--- src/logic/lsif_cfg.svh ---
// Register offsets, field positions and reset values of the status block.
`ifndef LSIF_CFG_SVH
`define LSIF_CFG_SVH

`define LSIF_ADDR_W          8
`define LSIF_OFS_TX_BASE     8'h20
`define LSIF_OFS_STATUS      8'h28
`define LSIF_OFS_MASK        8'h38
`define LSIF_BIT_TX_DONE     0
`define LSIF_BIT_TX_STOP     1
`define LSIF_BIT_TX_BUF      2
`define LSIF_BIT_TX_JAB      3
`define LSIF_BIT_SPARE_LO    4
`define LSIF_BIT_TX_UNF      5
`define LSIF_BIT_RX_DONE     6
`define LSIF_BIT_RX_BUF      7
`define LSIF_BIT_RX_STOP     8
`define LSIF_BIT_RX_WDT      9
`define LSIF_BIT_EARLY_TX    10
`define LSIF_BIT_GP_TIMER    11
`define LSIF_BIT_SPARE_HI    12
`define LSIF_BIT_BUS_ERR     13
`define LSIF_BIT_EARLY_RX    14
`define LSIF_BIT_ABN_SUM     15
`define LSIF_BIT_NRM_SUM     16
`define LSIF_RX_CODE_LO      17
`define LSIF_TX_CODE_LO      20
`define LSIF_ERR_CODE_LO     23
`define LSIF_FLAG_W          15
`define LSIF_NORMAL_SET      15'h4845
`define LSIF_ABNORMAL_SET    15'h07AA
`define LSIF_FLAG_USED       15'h6FEF
`define LSIF_STATUS_TOP      32'hFC000000
`define LSIF_MASK_RESET      15'h0000
`define LSIF_BASE_RESET      30'h00000000
`define LSIF_RX_SUSPENDED    3'h4
`define LSIF_TX_SUSPENDED    3'h6
`define LSIF_TX_STOPPED      3'h0

`endif

--- src/logic/lsif_pkg.sv ---
// Types shared by the status and interrupt flag block.
package lsif_pkg;
	typedef logic [2:0] lsif_code_type;
	typedef logic [14:0] lsif_flag_type;
	typedef logic [31:0] lsif_word_type;
	typedef enum logic [0:0] {
		LSIF_IDLE = 1'b0,
		LSIF_ACK  = 1'b1
	} lsif_bus_type;
endpackage

--- src/logic/lsif_status.sv ---
// Status flags, interrupt summaries and transmit list base over Wishbone.
`timescale 1ns/1ps
`default_nettype none
`include "lsif_cfg.svh"

module lsif_status (
	// Clock and reset.
	input  wire logic                   clk,
	input  wire logic                   rst_n,
	// Wishbone slave.
	input  wire logic                   wb_cyc_i,
	input  wire logic                   wb_stb_i,
	input  wire logic                   wb_we_i,
	input  wire logic [7:0]             wb_adr_i,
	input  wire logic [3:0]             wb_sel_i,
	input  wire logic [31:0]            wb_dat_i,
	output logic      [31:0]            wb_dat_o,
	output logic                        wb_ack_o,
	// Events from the DMA engines, one-cycle pulses.
	input  wire logic                   ev_tx_done,
	input  wire logic                   ev_tx_stopped,
	input  wire logic                   ev_tx_buf_unavail,
	input  wire logic                   ev_tx_jabber,
	input  wire logic                   ev_tx_underflow,
	input  wire logic                   ev_rx_done,
	input  wire logic                   ev_rx_buf_unavail,
	input  wire logic                   ev_rx_stopped,
	input  wire logic                   ev_early_tx,
	input  wire logic                   ev_gp_timer,
	input  wire logic                   ev_bus_error,
	input  wire logic                   ev_early_rx,
	input  wire logic [2:0]             ev_bus_error_type,
	// Line status level for the receive watchdog.
	input  wire logic                   rx_watchdog_line,
	// Process state codes from the DMA engines.
	input  wire lsif_pkg::lsif_code_type tx_process_code,
	input  wire lsif_pkg::lsif_code_type rx_process_code,
	// Control outputs to the DMA engines and host.
	output logic      [31:0]            tx_list_base,
	output logic                        bus_master_enable,
	output logic                        tx_suspend_req,
	output logic                        tx_stop_req,
	output logic                        tx_desc_underflow_mark,
	output logic                        rx_suspend_req,
	output logic                        irq
);
	import lsif_pkg::*;

	lsif_flag_type flags_ff;
	lsif_flag_type mask_ff;
	lsif_flag_type set_vec;
	lsif_flag_type clr_vec;
	lsif_code_type bus_error_type_ff;
	logic [29:0]   base_ff;
	logic          watchdog_meta_ff;
	logic          watchdog_sync_ff;
	logic          rx_owned_prev_ff;
	logic          rx_buf_set;
	lsif_bus_type  bus_state_ff;
	logic          bus_req;
	logic          wr_take;
	logic          normal_summary;
	logic          abnormal_summary;
	lsif_word_type status_word;
	logic          tx_suspend_ff;
	logic          tx_stop_ff;
	logic          tx_mark_ff;
	logic          rx_suspend_ff;

	// Ack rises one edge after the request; writes land at the ack edge.
	assign bus_req = wb_cyc_i && wb_stb_i && (bus_state_ff == LSIF_IDLE);
	assign wr_take = wb_ack_o && wb_cyc_i && wb_stb_i && wb_we_i;

	always_ff @(posedge clk or negedge rst_n) begin
		if (!rst_n) begin
			bus_state_ff <= LSIF_IDLE;
		end else begin
			case (bus_state_ff)
				LSIF_IDLE: begin
					if (bus_req) begin
						bus_state_ff <= LSIF_ACK;
					end
				end
				LSIF_ACK: begin
					bus_state_ff <= LSIF_IDLE;
				end
				default: begin
					bus_state_ff <= LSIF_IDLE;
				end
			endcase
		end
	end

	assign wb_ack_o = (bus_state_ff == LSIF_ACK);

	// The line status comes from the receive front end, so synchronise it.
	always_ff @(posedge clk or negedge rst_n) begin
		if (!rst_n) begin
			watchdog_meta_ff <= 1'b0;
			watchdog_sync_ff <= 1'b0;
		end else begin
			watchdog_meta_ff <= rx_watchdog_line;
			watchdog_sync_ff <= watchdog_meta_ff;
		end
	end

	// Suspension already reported is not reported again on later fetches.
	assign rx_buf_set = ev_rx_buf_unavail && rx_owned_prev_ff;

	always_ff @(posedge clk or negedge rst_n) begin
		if (!rst_n) begin
			rx_owned_prev_ff <= 1'b1;
		end else if (ev_rx_buf_unavail) begin
			rx_owned_prev_ff <= 1'b0;
		end else if (rx_process_code != `LSIF_RX_SUSPENDED) begin
			rx_owned_prev_ff <= 1'b1;
		end
	end

	always_comb begin
		set_vec = '0;
		set_vec[`LSIF_BIT_TX_DONE]  = ev_tx_done;
		set_vec[`LSIF_BIT_TX_STOP]  = ev_tx_stopped;
		set_vec[`LSIF_BIT_TX_BUF]   = ev_tx_buf_unavail;
		set_vec[`LSIF_BIT_TX_JAB]   = ev_tx_jabber;
		set_vec[`LSIF_BIT_TX_UNF]   = ev_tx_underflow;
		set_vec[`LSIF_BIT_RX_DONE]  = ev_rx_done;
		set_vec[`LSIF_BIT_RX_BUF]   = rx_buf_set;
		set_vec[`LSIF_BIT_RX_STOP]  = ev_rx_stopped;
		set_vec[`LSIF_BIT_RX_WDT]   = watchdog_sync_ff;
		set_vec[`LSIF_BIT_EARLY_TX] = ev_early_tx && !ev_tx_done;
		set_vec[`LSIF_BIT_GP_TIMER] = ev_gp_timer;
		set_vec[`LSIF_BIT_BUS_ERR]  = ev_bus_error;
		set_vec[`LSIF_BIT_EARLY_RX] = ev_early_rx && !ev_rx_done;
	end

	always_comb begin
		clr_vec = '0;
		if (wr_take && wb_adr_i == `LSIF_OFS_STATUS) begin
			if (wb_sel_i[0]) begin
				clr_vec[7:0] = wb_dat_i[7:0];
			end
			if (wb_sel_i[1]) begin
				clr_vec[14:8] = wb_dat_i[14:8];
			end
		end
		clr_vec[`LSIF_BIT_EARLY_RX] = clr_vec[`LSIF_BIT_EARLY_RX] || ev_rx_done;
		clr_vec[`LSIF_BIT_EARLY_TX] = clr_vec[`LSIF_BIT_EARLY_TX] || ev_tx_done;
	end

	// Every flag is its own sticky cell with write-one clear.
	lsif_flag_cell u_flag_tx_done (
		.clk     (clk),
		.rst_n   (rst_n),
		.set_in  (set_vec[`LSIF_BIT_TX_DONE]),
		.clr_in  (clr_vec[`LSIF_BIT_TX_DONE]),
		.flag_ff (flags_ff[`LSIF_BIT_TX_DONE])
	);
	lsif_flag_cell u_flag_tx_stop (
		.clk     (clk),
		.rst_n   (rst_n),
		.set_in  (set_vec[`LSIF_BIT_TX_STOP]),
		.clr_in  (clr_vec[`LSIF_BIT_TX_STOP]),
		.flag_ff (flags_ff[`LSIF_BIT_TX_STOP])
	);
	lsif_flag_cell u_flag_tx_buf (
		.clk     (clk),
		.rst_n   (rst_n),
		.set_in  (set_vec[`LSIF_BIT_TX_BUF]),
		.clr_in  (clr_vec[`LSIF_BIT_TX_BUF]),
		.flag_ff (flags_ff[`LSIF_BIT_TX_BUF])
	);
	lsif_flag_cell u_flag_tx_jab (
		.clk     (clk),
		.rst_n   (rst_n),
		.set_in  (set_vec[`LSIF_BIT_TX_JAB]),
		.clr_in  (clr_vec[`LSIF_BIT_TX_JAB]),
		.flag_ff (flags_ff[`LSIF_BIT_TX_JAB])
	);
	lsif_flag_cell u_flag_tx_unf (
		.clk     (clk),
		.rst_n   (rst_n),
		.set_in  (set_vec[`LSIF_BIT_TX_UNF]),
		.clr_in  (clr_vec[`LSIF_BIT_TX_UNF]),
		.flag_ff (flags_ff[`LSIF_BIT_TX_UNF])
	);
	lsif_flag_cell u_flag_rx_done (
		.clk     (clk),
		.rst_n   (rst_n),
		.set_in  (set_vec[`LSIF_BIT_RX_DONE]),
		.clr_in  (clr_vec[`LSIF_BIT_RX_DONE]),
		.flag_ff (flags_ff[`LSIF_BIT_RX_DONE])
	);
	lsif_flag_cell u_flag_rx_buf (
		.clk     (clk),
		.rst_n   (rst_n),
		.set_in  (set_vec[`LSIF_BIT_RX_BUF]),
		.clr_in  (clr_vec[`LSIF_BIT_RX_BUF]),
		.flag_ff (flags_ff[`LSIF_BIT_RX_BUF])
	);
	lsif_flag_cell u_flag_rx_stop (
		.clk     (clk),
		.rst_n   (rst_n),
		.set_in  (set_vec[`LSIF_BIT_RX_STOP]),
		.clr_in  (clr_vec[`LSIF_BIT_RX_STOP]),
		.flag_ff (flags_ff[`LSIF_BIT_RX_STOP])
	);
	lsif_flag_cell u_flag_rx_wdt (
		.clk     (clk),
		.rst_n   (rst_n),
		.set_in  (set_vec[`LSIF_BIT_RX_WDT]),
		.clr_in  (clr_vec[`LSIF_BIT_RX_WDT]),
		.flag_ff (flags_ff[`LSIF_BIT_RX_WDT])
	);
	lsif_flag_cell u_flag_early_tx (
		.clk     (clk),
		.rst_n   (rst_n),
		.set_in  (set_vec[`LSIF_BIT_EARLY_TX]),
		.clr_in  (clr_vec[`LSIF_BIT_EARLY_TX]),
		.flag_ff (flags_ff[`LSIF_BIT_EARLY_TX])
	);
	lsif_flag_cell u_flag_gp_timer (
		.clk     (clk),
		.rst_n   (rst_n),
		.set_in  (set_vec[`LSIF_BIT_GP_TIMER]),
		.clr_in  (clr_vec[`LSIF_BIT_GP_TIMER]),
		.flag_ff (flags_ff[`LSIF_BIT_GP_TIMER])
	);
	lsif_flag_cell u_flag_bus_err (
		.clk     (clk),
		.rst_n   (rst_n),
		.set_in  (set_vec[`LSIF_BIT_BUS_ERR]),
		.clr_in  (clr_vec[`LSIF_BIT_BUS_ERR]),
		.flag_ff (flags_ff[`LSIF_BIT_BUS_ERR])
	);
	lsif_flag_cell u_flag_early_rx (
		.clk     (clk),
		.rst_n   (rst_n),
		.set_in  (set_vec[`LSIF_BIT_EARLY_RX]),
		.clr_in  (clr_vec[`LSIF_BIT_EARLY_RX]),
		.flag_ff (flags_ff[`LSIF_BIT_EARLY_RX])
	);

	// The two reserved positions carry no flag and always read as zero.
	assign flags_ff[`LSIF_BIT_SPARE_LO] = 1'b0;
	assign flags_ff[`LSIF_BIT_SPARE_HI] = 1'b0;

	// The error kind is caught with the error and held until the next one.
	always_ff @(posedge clk or negedge rst_n) begin
		if (!rst_n) begin
			bus_error_type_ff <= '0;
		end else if (ev_bus_error) begin
			bus_error_type_ff <= ev_bus_error_type;
		end
	end

	always_ff @(posedge clk or negedge rst_n) begin
		if (!rst_n) begin
			mask_ff <= `LSIF_MASK_RESET;
		end else if (wr_take && wb_adr_i == `LSIF_OFS_MASK) begin
			if (wb_sel_i[0]) begin
				mask_ff[7:0] <= wb_dat_i[7:0];
			end
			if (wb_sel_i[1]) begin
				mask_ff[14:8] <= wb_dat_i[14:8];
			end
		end
	end

	// Software owns alignment; the low two bits are not stored at all.
	always_ff @(posedge clk or negedge rst_n) begin
		if (!rst_n) begin
			base_ff <= `LSIF_BASE_RESET;
		end else if (wr_take && wb_adr_i == `LSIF_OFS_TX_BASE) begin
			if (wb_sel_i[0]) begin
				base_ff[5:0] <= wb_dat_i[7:2];
			end
			if (wb_sel_i[1]) begin
				base_ff[13:6] <= wb_dat_i[15:8];
			end
			if (wb_sel_i[2]) begin
				base_ff[21:14] <= wb_dat_i[23:16];
			end
			if (wb_sel_i[3]) begin
				base_ff[29:22] <= wb_dat_i[31:24];
			end
		end
	end

	assign tx_list_base = {base_ff, 2'b00};

	// A mask bit of one lets any flag except bus error through to the summaries.
	assign normal_summary = |(flags_ff & mask_ff & `LSIF_NORMAL_SET);
	assign abnormal_summary = |(flags_ff & mask_ff & `LSIF_ABNORMAL_SET);
	assign irq = normal_summary || abnormal_summary;

	always_comb begin
		status_word = `LSIF_STATUS_TOP;
		status_word[`LSIF_FLAG_W-1:0] = flags_ff;
		status_word[`LSIF_BIT_ABN_SUM] = abnormal_summary;
		status_word[`LSIF_BIT_NRM_SUM] = normal_summary;
		status_word[`LSIF_RX_CODE_LO+:3] = rx_process_code;
		status_word[`LSIF_TX_CODE_LO+:3] = tx_process_code;
		status_word[`LSIF_ERR_CODE_LO+:3] = bus_error_type_ff;
	end

	// Unmapped addresses answer with zero data, so the bus never hangs.
	always_ff @(posedge clk or negedge rst_n) begin
		if (!rst_n) begin
			wb_dat_o <= '0;
		end else if (bus_req && !wb_we_i) begin
			case (wb_adr_i)
				`LSIF_OFS_STATUS:  wb_dat_o <= status_word;
				`LSIF_OFS_TX_BASE: wb_dat_o <= tx_list_base;
				`LSIF_OFS_MASK:    wb_dat_o <= {17'h00000, mask_ff};
				default:           wb_dat_o <= '0;
			endcase
		end
	end

	// Engine controls are registered one edge after the causing event.
	always_ff @(posedge clk or negedge rst_n) begin
		if (!rst_n) begin
			tx_suspend_ff <= 1'b0;
			tx_stop_ff    <= 1'b0;
			tx_mark_ff    <= 1'b0;
			rx_suspend_ff <= 1'b0;
		end else begin
			tx_suspend_ff <= ev_tx_underflow || ev_tx_buf_unavail;
			tx_stop_ff    <= ev_tx_jabber;
			tx_mark_ff    <= ev_tx_underflow;
			rx_suspend_ff <= ev_rx_buf_unavail;
		end
	end

	assign tx_suspend_req = tx_suspend_ff;
	assign tx_stop_req = tx_stop_ff;
	assign tx_desc_underflow_mark = tx_mark_ff;
	assign rx_suspend_req = rx_suspend_ff;
	// Mastering stays off until software clears the fatal flag.
	assign bus_master_enable = !flags_ff[`LSIF_BIT_BUS_ERR];

endmodule // lsif_status

module lsif_flag_cell (
	// Clock and reset.
	input  wire logic clk,
	input  wire logic rst_n,
	// Event and write-one clear of this flag.
	input  wire logic set_in,
	input  wire logic clr_in,
	// Sticky flag as read by software.
	output logic      flag_ff
);
	// A new event wins over a clear arriving in the same cycle.
	always_ff @(posedge clk or negedge rst_n) begin
		if (!rst_n) begin
			flag_ff <= 1'b0;
		end else begin
			flag_ff <= set_in || (flag_ff && !clr_in);
		end
	end

endmodule // lsif_flag_cell

`default_nettype wire

--- config.mk ---
export PLATFORM = sky130hd
export DESIGN_NAME = lsif_status
export DESIGN_NICKNAME = d
export VERILOG_FILES = /design/src/logic/lsif_pkg.sv /design/src/logic/lsif_status.sv
export VERILOG_INCLUDE_DIRS = /design/src /design/src/logic
export SDC_FILE = /design/constraint.sdc
export NUM_CORES = 1
export LEC_CHECK = 0
export BUFFER_PORTS_ARGS = -buffer_cell sky130_fd_sc_hd__buf_2
export CORE_ASPECT_RATIO = 1.2
export CORE_MARGIN = 2
export CORE_UTILIZATION = 25
export DETAILED_ROUTE_END_ITERATION = 7
export PLACE_DENSITY = 0.53
export SLEW_MARGIN = 20
export SYNTH_ARGS = -nofsm -noshare
export SYNTH_HDL_FRONTEND = slang
export SYNTH_SLANG_ARGS = --single-unit
--- constraint.sdc ---
create_clock -name clk -period 2.4 [get_ports clk]
set_input_delay 0.48 -clock clk [delete_from_list [all_inputs] [get_ports clk]]
set_output_delay 0.48 -clock clk [all_outputs]
set_load 0.02 [all_outputs]
==> After elaboration in Yosys (flattened, before gate mapping) <==
Cells that the tools add are included.
{ "word_totals": {"regBits": 101, "output_inout_bits": 71, "elab_cells": 111, "in_bits": 71} }
{ "classes": {"muxes": 8, "n_bitwise": 2, "eq_ne": 4, "reduce_logical": 68} }
{ "ops": {"columns": ["op", "n"], "rows": [
  ["$pmux W32 S3", 1],
  ["$logic_and A1 B1 Y1", 25],
  ["$eq A8 B6 Y1 const B", 3],
  ["$logic_not A1 Y1", 17],
  ["$logic_or A1 B1 Y1", 17],
  ["$and A15 B15 Y15", 1],
  ["$mux W15", 1],
  ["$reduce_and A2 Y1", 6],
  ["$mux W8", 1],
  ["$mux W7", 1],
  ["$reduce_or A7 Y1", 1],
  ["$reduce_or A5 Y1", 1],
  ["$mux W1", 3],
  ["$ne A3 B3 Y1 const B", 1],
  ["$pmux W1 S2", 1],
  ["$reduce_bool A2 Y1", 1],
  ["$not A1 Y1", 1]
]} }

==> Logic depth before layout (Yosys ltp) <==
{ "depth": {"ltp_word": 9, "mapped_depth": 6} }

==> Cells and area by module <==
A second synthesis with hierarchy kept.
{ "hier_totals": {"hier_cells": 355, "hier_area_um2": 4390.5} }
{ "modules_own_cells": {"columns": ["mod", "area_each_um2", "n_inst", "cells_per_inst"], "rows": [
  ["lsif_status", 3918.8, 1, 316],
  ["lsif_flag_cell", 36.3, 13, 3]
]} }

==> Worst setup path after synthesis <==
Ideal clock, no wire load.
{ "synth_path": {"kind": "in2reg", "start": "input wb_adr_i[7]", "end": "register base_ff[10]", "slack_ns": 0.151, "t_required_ns": 2.275, "path_buffers": 1, "arrival_time_ns": 2.124, "path_stages": 5, "setup_time_ns": 0.125, "cell_sequence": "or3b_2 or2_1 buf_2 nor4_4 mux2_2"} }
{ "synth_between": {"elab_chain_len": 3} }
{ "synth_lines": {"columns": ["element", "line", "text"], "rows": [
  ["start, declared", "lsif_status.sv:14", "input wire logic [7:0] wb_adr_i,"],
  ["$eq A8 B6 Y1", null, null],
  ["$logic_and A1 B1 Y1 (no line)", null, null],
  ["$reduce_and A2 Y1 (no line)", null, null],
  ["end signal, assigned", "lsif_status.sv:273", "base_ff <= `LSIF_BASE_RESET;"],
  ["end signal, assigned", "lsif_status.sv:279", "base_ff[13:6] <= wb_dat_i[15:8];"],
  ["end, declared", "lsif_status.sv:54", "logic [29:0] base_ff;"]
]} }
Every way passes these cells.
A chain may end at the register's enable or synchronous reset.

==> Worst setup path in the final report <==
{ "layout_path": {"start": "register u_flag_rx_wdt.flag_ff", "end": "output irq"} }
{ "layout_between": {"elab_chain_len": 3} }
{ "layout_lines": {"columns": ["element", "line", "text"], "rows": [
  ["start, declared", "lsif_status.sv:353", "output logic flag_ff"],
  ["start signal, assigned", "lsif_status.sv:360", "flag_ff <= set_in || (flag_ff && !clr_in);"],
  ["$and A15 B15 Y15", "lsif_status.sv:294", "assign abnormal_summary = |(flags_ff & mask_ff & `LSIF_ABNORMAL_SET);"],
  ["$reduce_or A7 Y1", "lsif_status.sv:294", null],
  ["$logic_or A1 B1 Y1", "lsif_status.sv:295", "assign irq = normal_summary || abnormal_summary;"],
  ["end, declared", "lsif_status.sv:45", "output logic irq"]
]} }
Every way passes these cells.

==> impl_metrics.yaml <==
finish:
  nFillCells: 1682
  layoutNonFillerInstCount: 722
  insertedDiodeCount: 0
  drive_gt1_frac: 0.496
  post-route-cell-area_um2: 5720
  final_nets: 572
  area_delta_synth_final_pct: 33.5
timing:
  finalMaxSlewViolations: 0
  rsz0062_at_grt: "false"
  finalHoldViolCount: 0
  hold_slack_ns: 0.221
  setup_viol: 0
  fin_worst_skew_ns: 0.00545
  period_share: 0.949
  final.setup.tns_ns: 0
  fmax_mhz: 439
  min_period_ns: 2.28
  layout_setup_ws_ns: 0.122
drt:
  vias: 3368
  routed_wl_mm: 12.9
  ant_nets: 0
  drc_errors: 0
  wire_per_inst_um: 17.9
  first_pass_iters: 6
  first_iter_violations: 183
  viasPerCell: 4.66
clocking:
  postCtsResizedCells: 0
  clkLatencyLatePin_ns: 0.36
  h-tree-depth: 3
  path_clk_slew_ns: 0.07
  cts_root_buf: "clkbuf_16"
  cts_tree: "done"
  cts_buffer_depth: 2
  cts_buffers: 9
  cts.sinks: 101
synth:
  synth_edf_count: 0
  async_flop_share: 1.00
  seq_area_frac_synth: 0.590
  yosysTopAreaCellShare: 0.584
  synth_cells: 344
  ys.flop_type: "dfrtp_1"
  synth_seq_cells: 101
  syn_area_per_cell_um2: 12.5
  ys_warn_count: 0
  synth_top_cell_by_area: "dfrtp_1"
  yosysUniqueCellTypes: 42
  synthTopCellsByArea: "dfrtp_1 (58%), mux2_2 (16%), a22oi_1 (4.4%)"
  synthesis.area_um2: 4290
worst_setup_path:
  critPathKind: "register to primary output"
  path_buf_inv: 1
  crit_required_ns: 1.92
  crit_family: "compound AO/OA/AOI/OAI gates"
  path_max_fanout: 3
  crit_arrival_ns: 1.80
  endpoint_kind: "primary output"
  cp_slowest_cell: "a222oi_1"
  cpPeakStageDelay_ns: 0.47
  crit_chain: "a222oi_1, and3_1, nand3_1, buf_2"
  critPathLaunchType: "register"
floorplanning:
  dieWidth_um: 124
  rows: 52
  die_area_um2: 18200
  die_y_um: 147
  num_io_pins: 142
  initial_core_util: 0.254
  coreArea_um2: 16900
placement:
  dp_slack_ns: 0.0173
  placed_area_um2: 5370
  dp_cells: 704
  hpwl_mm: 9.91
  gp_congestion: 0.797
  io_buffers: 139
global_route:
  antenna_found_initial: 0
  grt_overflow: 0
  grt_pass1_wl_mm: 20.1
  grt_max_degree: 45
  grtUsageTotal: 0.149
  grt_pass1_vias: 3599
power_and_ir_drop:
  power.density_nw_per_um2: 627
  p_leak_nw: 2.84
  peakVddDrop_mv: 0.352
job:
  cap_violations: 0
run_status:
  status: "finished clean"
worst_hold_path:
  min_path_type: "input port to register"
## synth_stat cells, types with 2 or more instances
| cell type | n |
|---|---|
| a222oi_1 | 2 |
| buf_2 | 4 |
| or2_1 | 2 |
| mux2_2 | 60 |
| nor2_1 | 9 |
| nand3_2 | 2 |
| clkbuf_1 | 9 |
| a21o_1 | 10 |
| a32o_1 | 3 |
| buf_1 | 2 |
| o21ai_0 | 29 |
| a22oi_1 | 25 |
| nand2_1 | 43 |
| buf_4 | 2 |
| inv_1 | 6 |
| a311oi_1 | 2 |
| nor4_2 | 2 |
| dfrtp_1 | 100 |
| nand3_1 | 2 |
| a21oi_1 | 7 |
| or3_1 | 2 |
## state kept, by name, indices dropped and copies added, names as in the netlist, 3 cells and up
name	flops
mask_ff	15
base_ff	30
bus_error_type_ff	3
wb_dat_o	32
## cells by family after synthesis
group / after synthesis / share of synthesized area
buffers and inverters: 23 / 0.0231
and+or+nand+nor: 78 / 0.104
other: 1 / 0.000875
AOI/OAI and AO/OA: 81 / 0.125
muxes: 60 / 0.158
DFF: 101 / 0.590
## final timing paths
check / startpoint / end / slack (ns) / depth (start not counted)
max in group asynchronous: rst_n / rx_owned_prev_ff$_DFFE_PN1P_ / 1.21 / 3
min: rx_watchdog_line / watchdog_meta_ff$_DFF_PN0_ / 0.22 / 1
max: u_flag_rx_wdt.flag_ff$_DFF_PN0_ / irq / 0.12 / 4
min reg2reg: watchdog_meta_ff$_DFF_PN0_ / watchdog_sync_ff$_DFF_PN0_ / 0.36 / 0
max reg2reg: wb_ack_o$_DFF_PN0_ / wb_dat_o[13]$_DFFE_PN0P_ / 0.56 / 5
min in group asynchronous: rst_n / u_flag_rx_wdt.flag_ff$_DFF_PN0_ / 0.54 / 2
## report_power, final
part | internal (W) | total [W] | switching, W
combinational | 0.0000906 | 0.000225 | 0.000135
clock | 0.000932 | 0.00163 | 0.000698
sequential | 0.00172 | 0.00173 | 0.0000111
## metrics by stage
step           utilization  total power, W
2_1_floorplan            -         0.00184
3_3_place_gp         0.319         0.00199
3_5_place_dp         0.319         0.00199
4_1_cts              0.339         0.00364
5_1_grt              0.339         0.00374
6_report             0.339         0.00358
## final cells by class
cell class | instances | area, um^2 | share of cell area
clock buffer | 9 | 225 | 0.0394
clock inverter | 7 | 108 | 0.0188
inverter | 6 | 22.5 | 0.00394
multi-input combinational | 221 | 1670 | 0.292
sequential | 101 | 2530 | 0.442
tap | 216 | 270 | 0.0472
timing repair buffer | 162 | 898 | 0.157
## per-layer routing
metal	up-vias	global-route usage	routed length [um]
met4	0	0.0733	380
met1	1659	0.189	5680
li1	1565	-	-
met5	-	0	0
met3	20	0.0340	762
met2	124	0.239	6130
## placed cells by master, fill, tap and decap left out, types with 2 or more instances in the layout
cell type,count
inv_8,2
or3_1,2
a32o_1,3
o21ai_0,28
dfrtp_1,100
a222oi_1,2
a21o_1,10
nand2_1,43
a311oi_1,2
bufinv_16,2
mux2_2,60
a21oi_1,7
a22oi_1,25
buf_4,21
nor4_2,2
clkbuf_16,9
buf_2,138
nand3_1,2
clkinv_4,2
or2_1,2
inv_1,6
conb_1,2
nor2_1,9
buf_12,2
nand3_2,2
## timing repair
item	in CTS	in global routing
endpoints found under the setup margin	0	1
buffers inserted	0	1
hold buffers	1	0
endpoints found under the hold margin	14	0
Note: power is estimated with default switching activity, not from simulation.
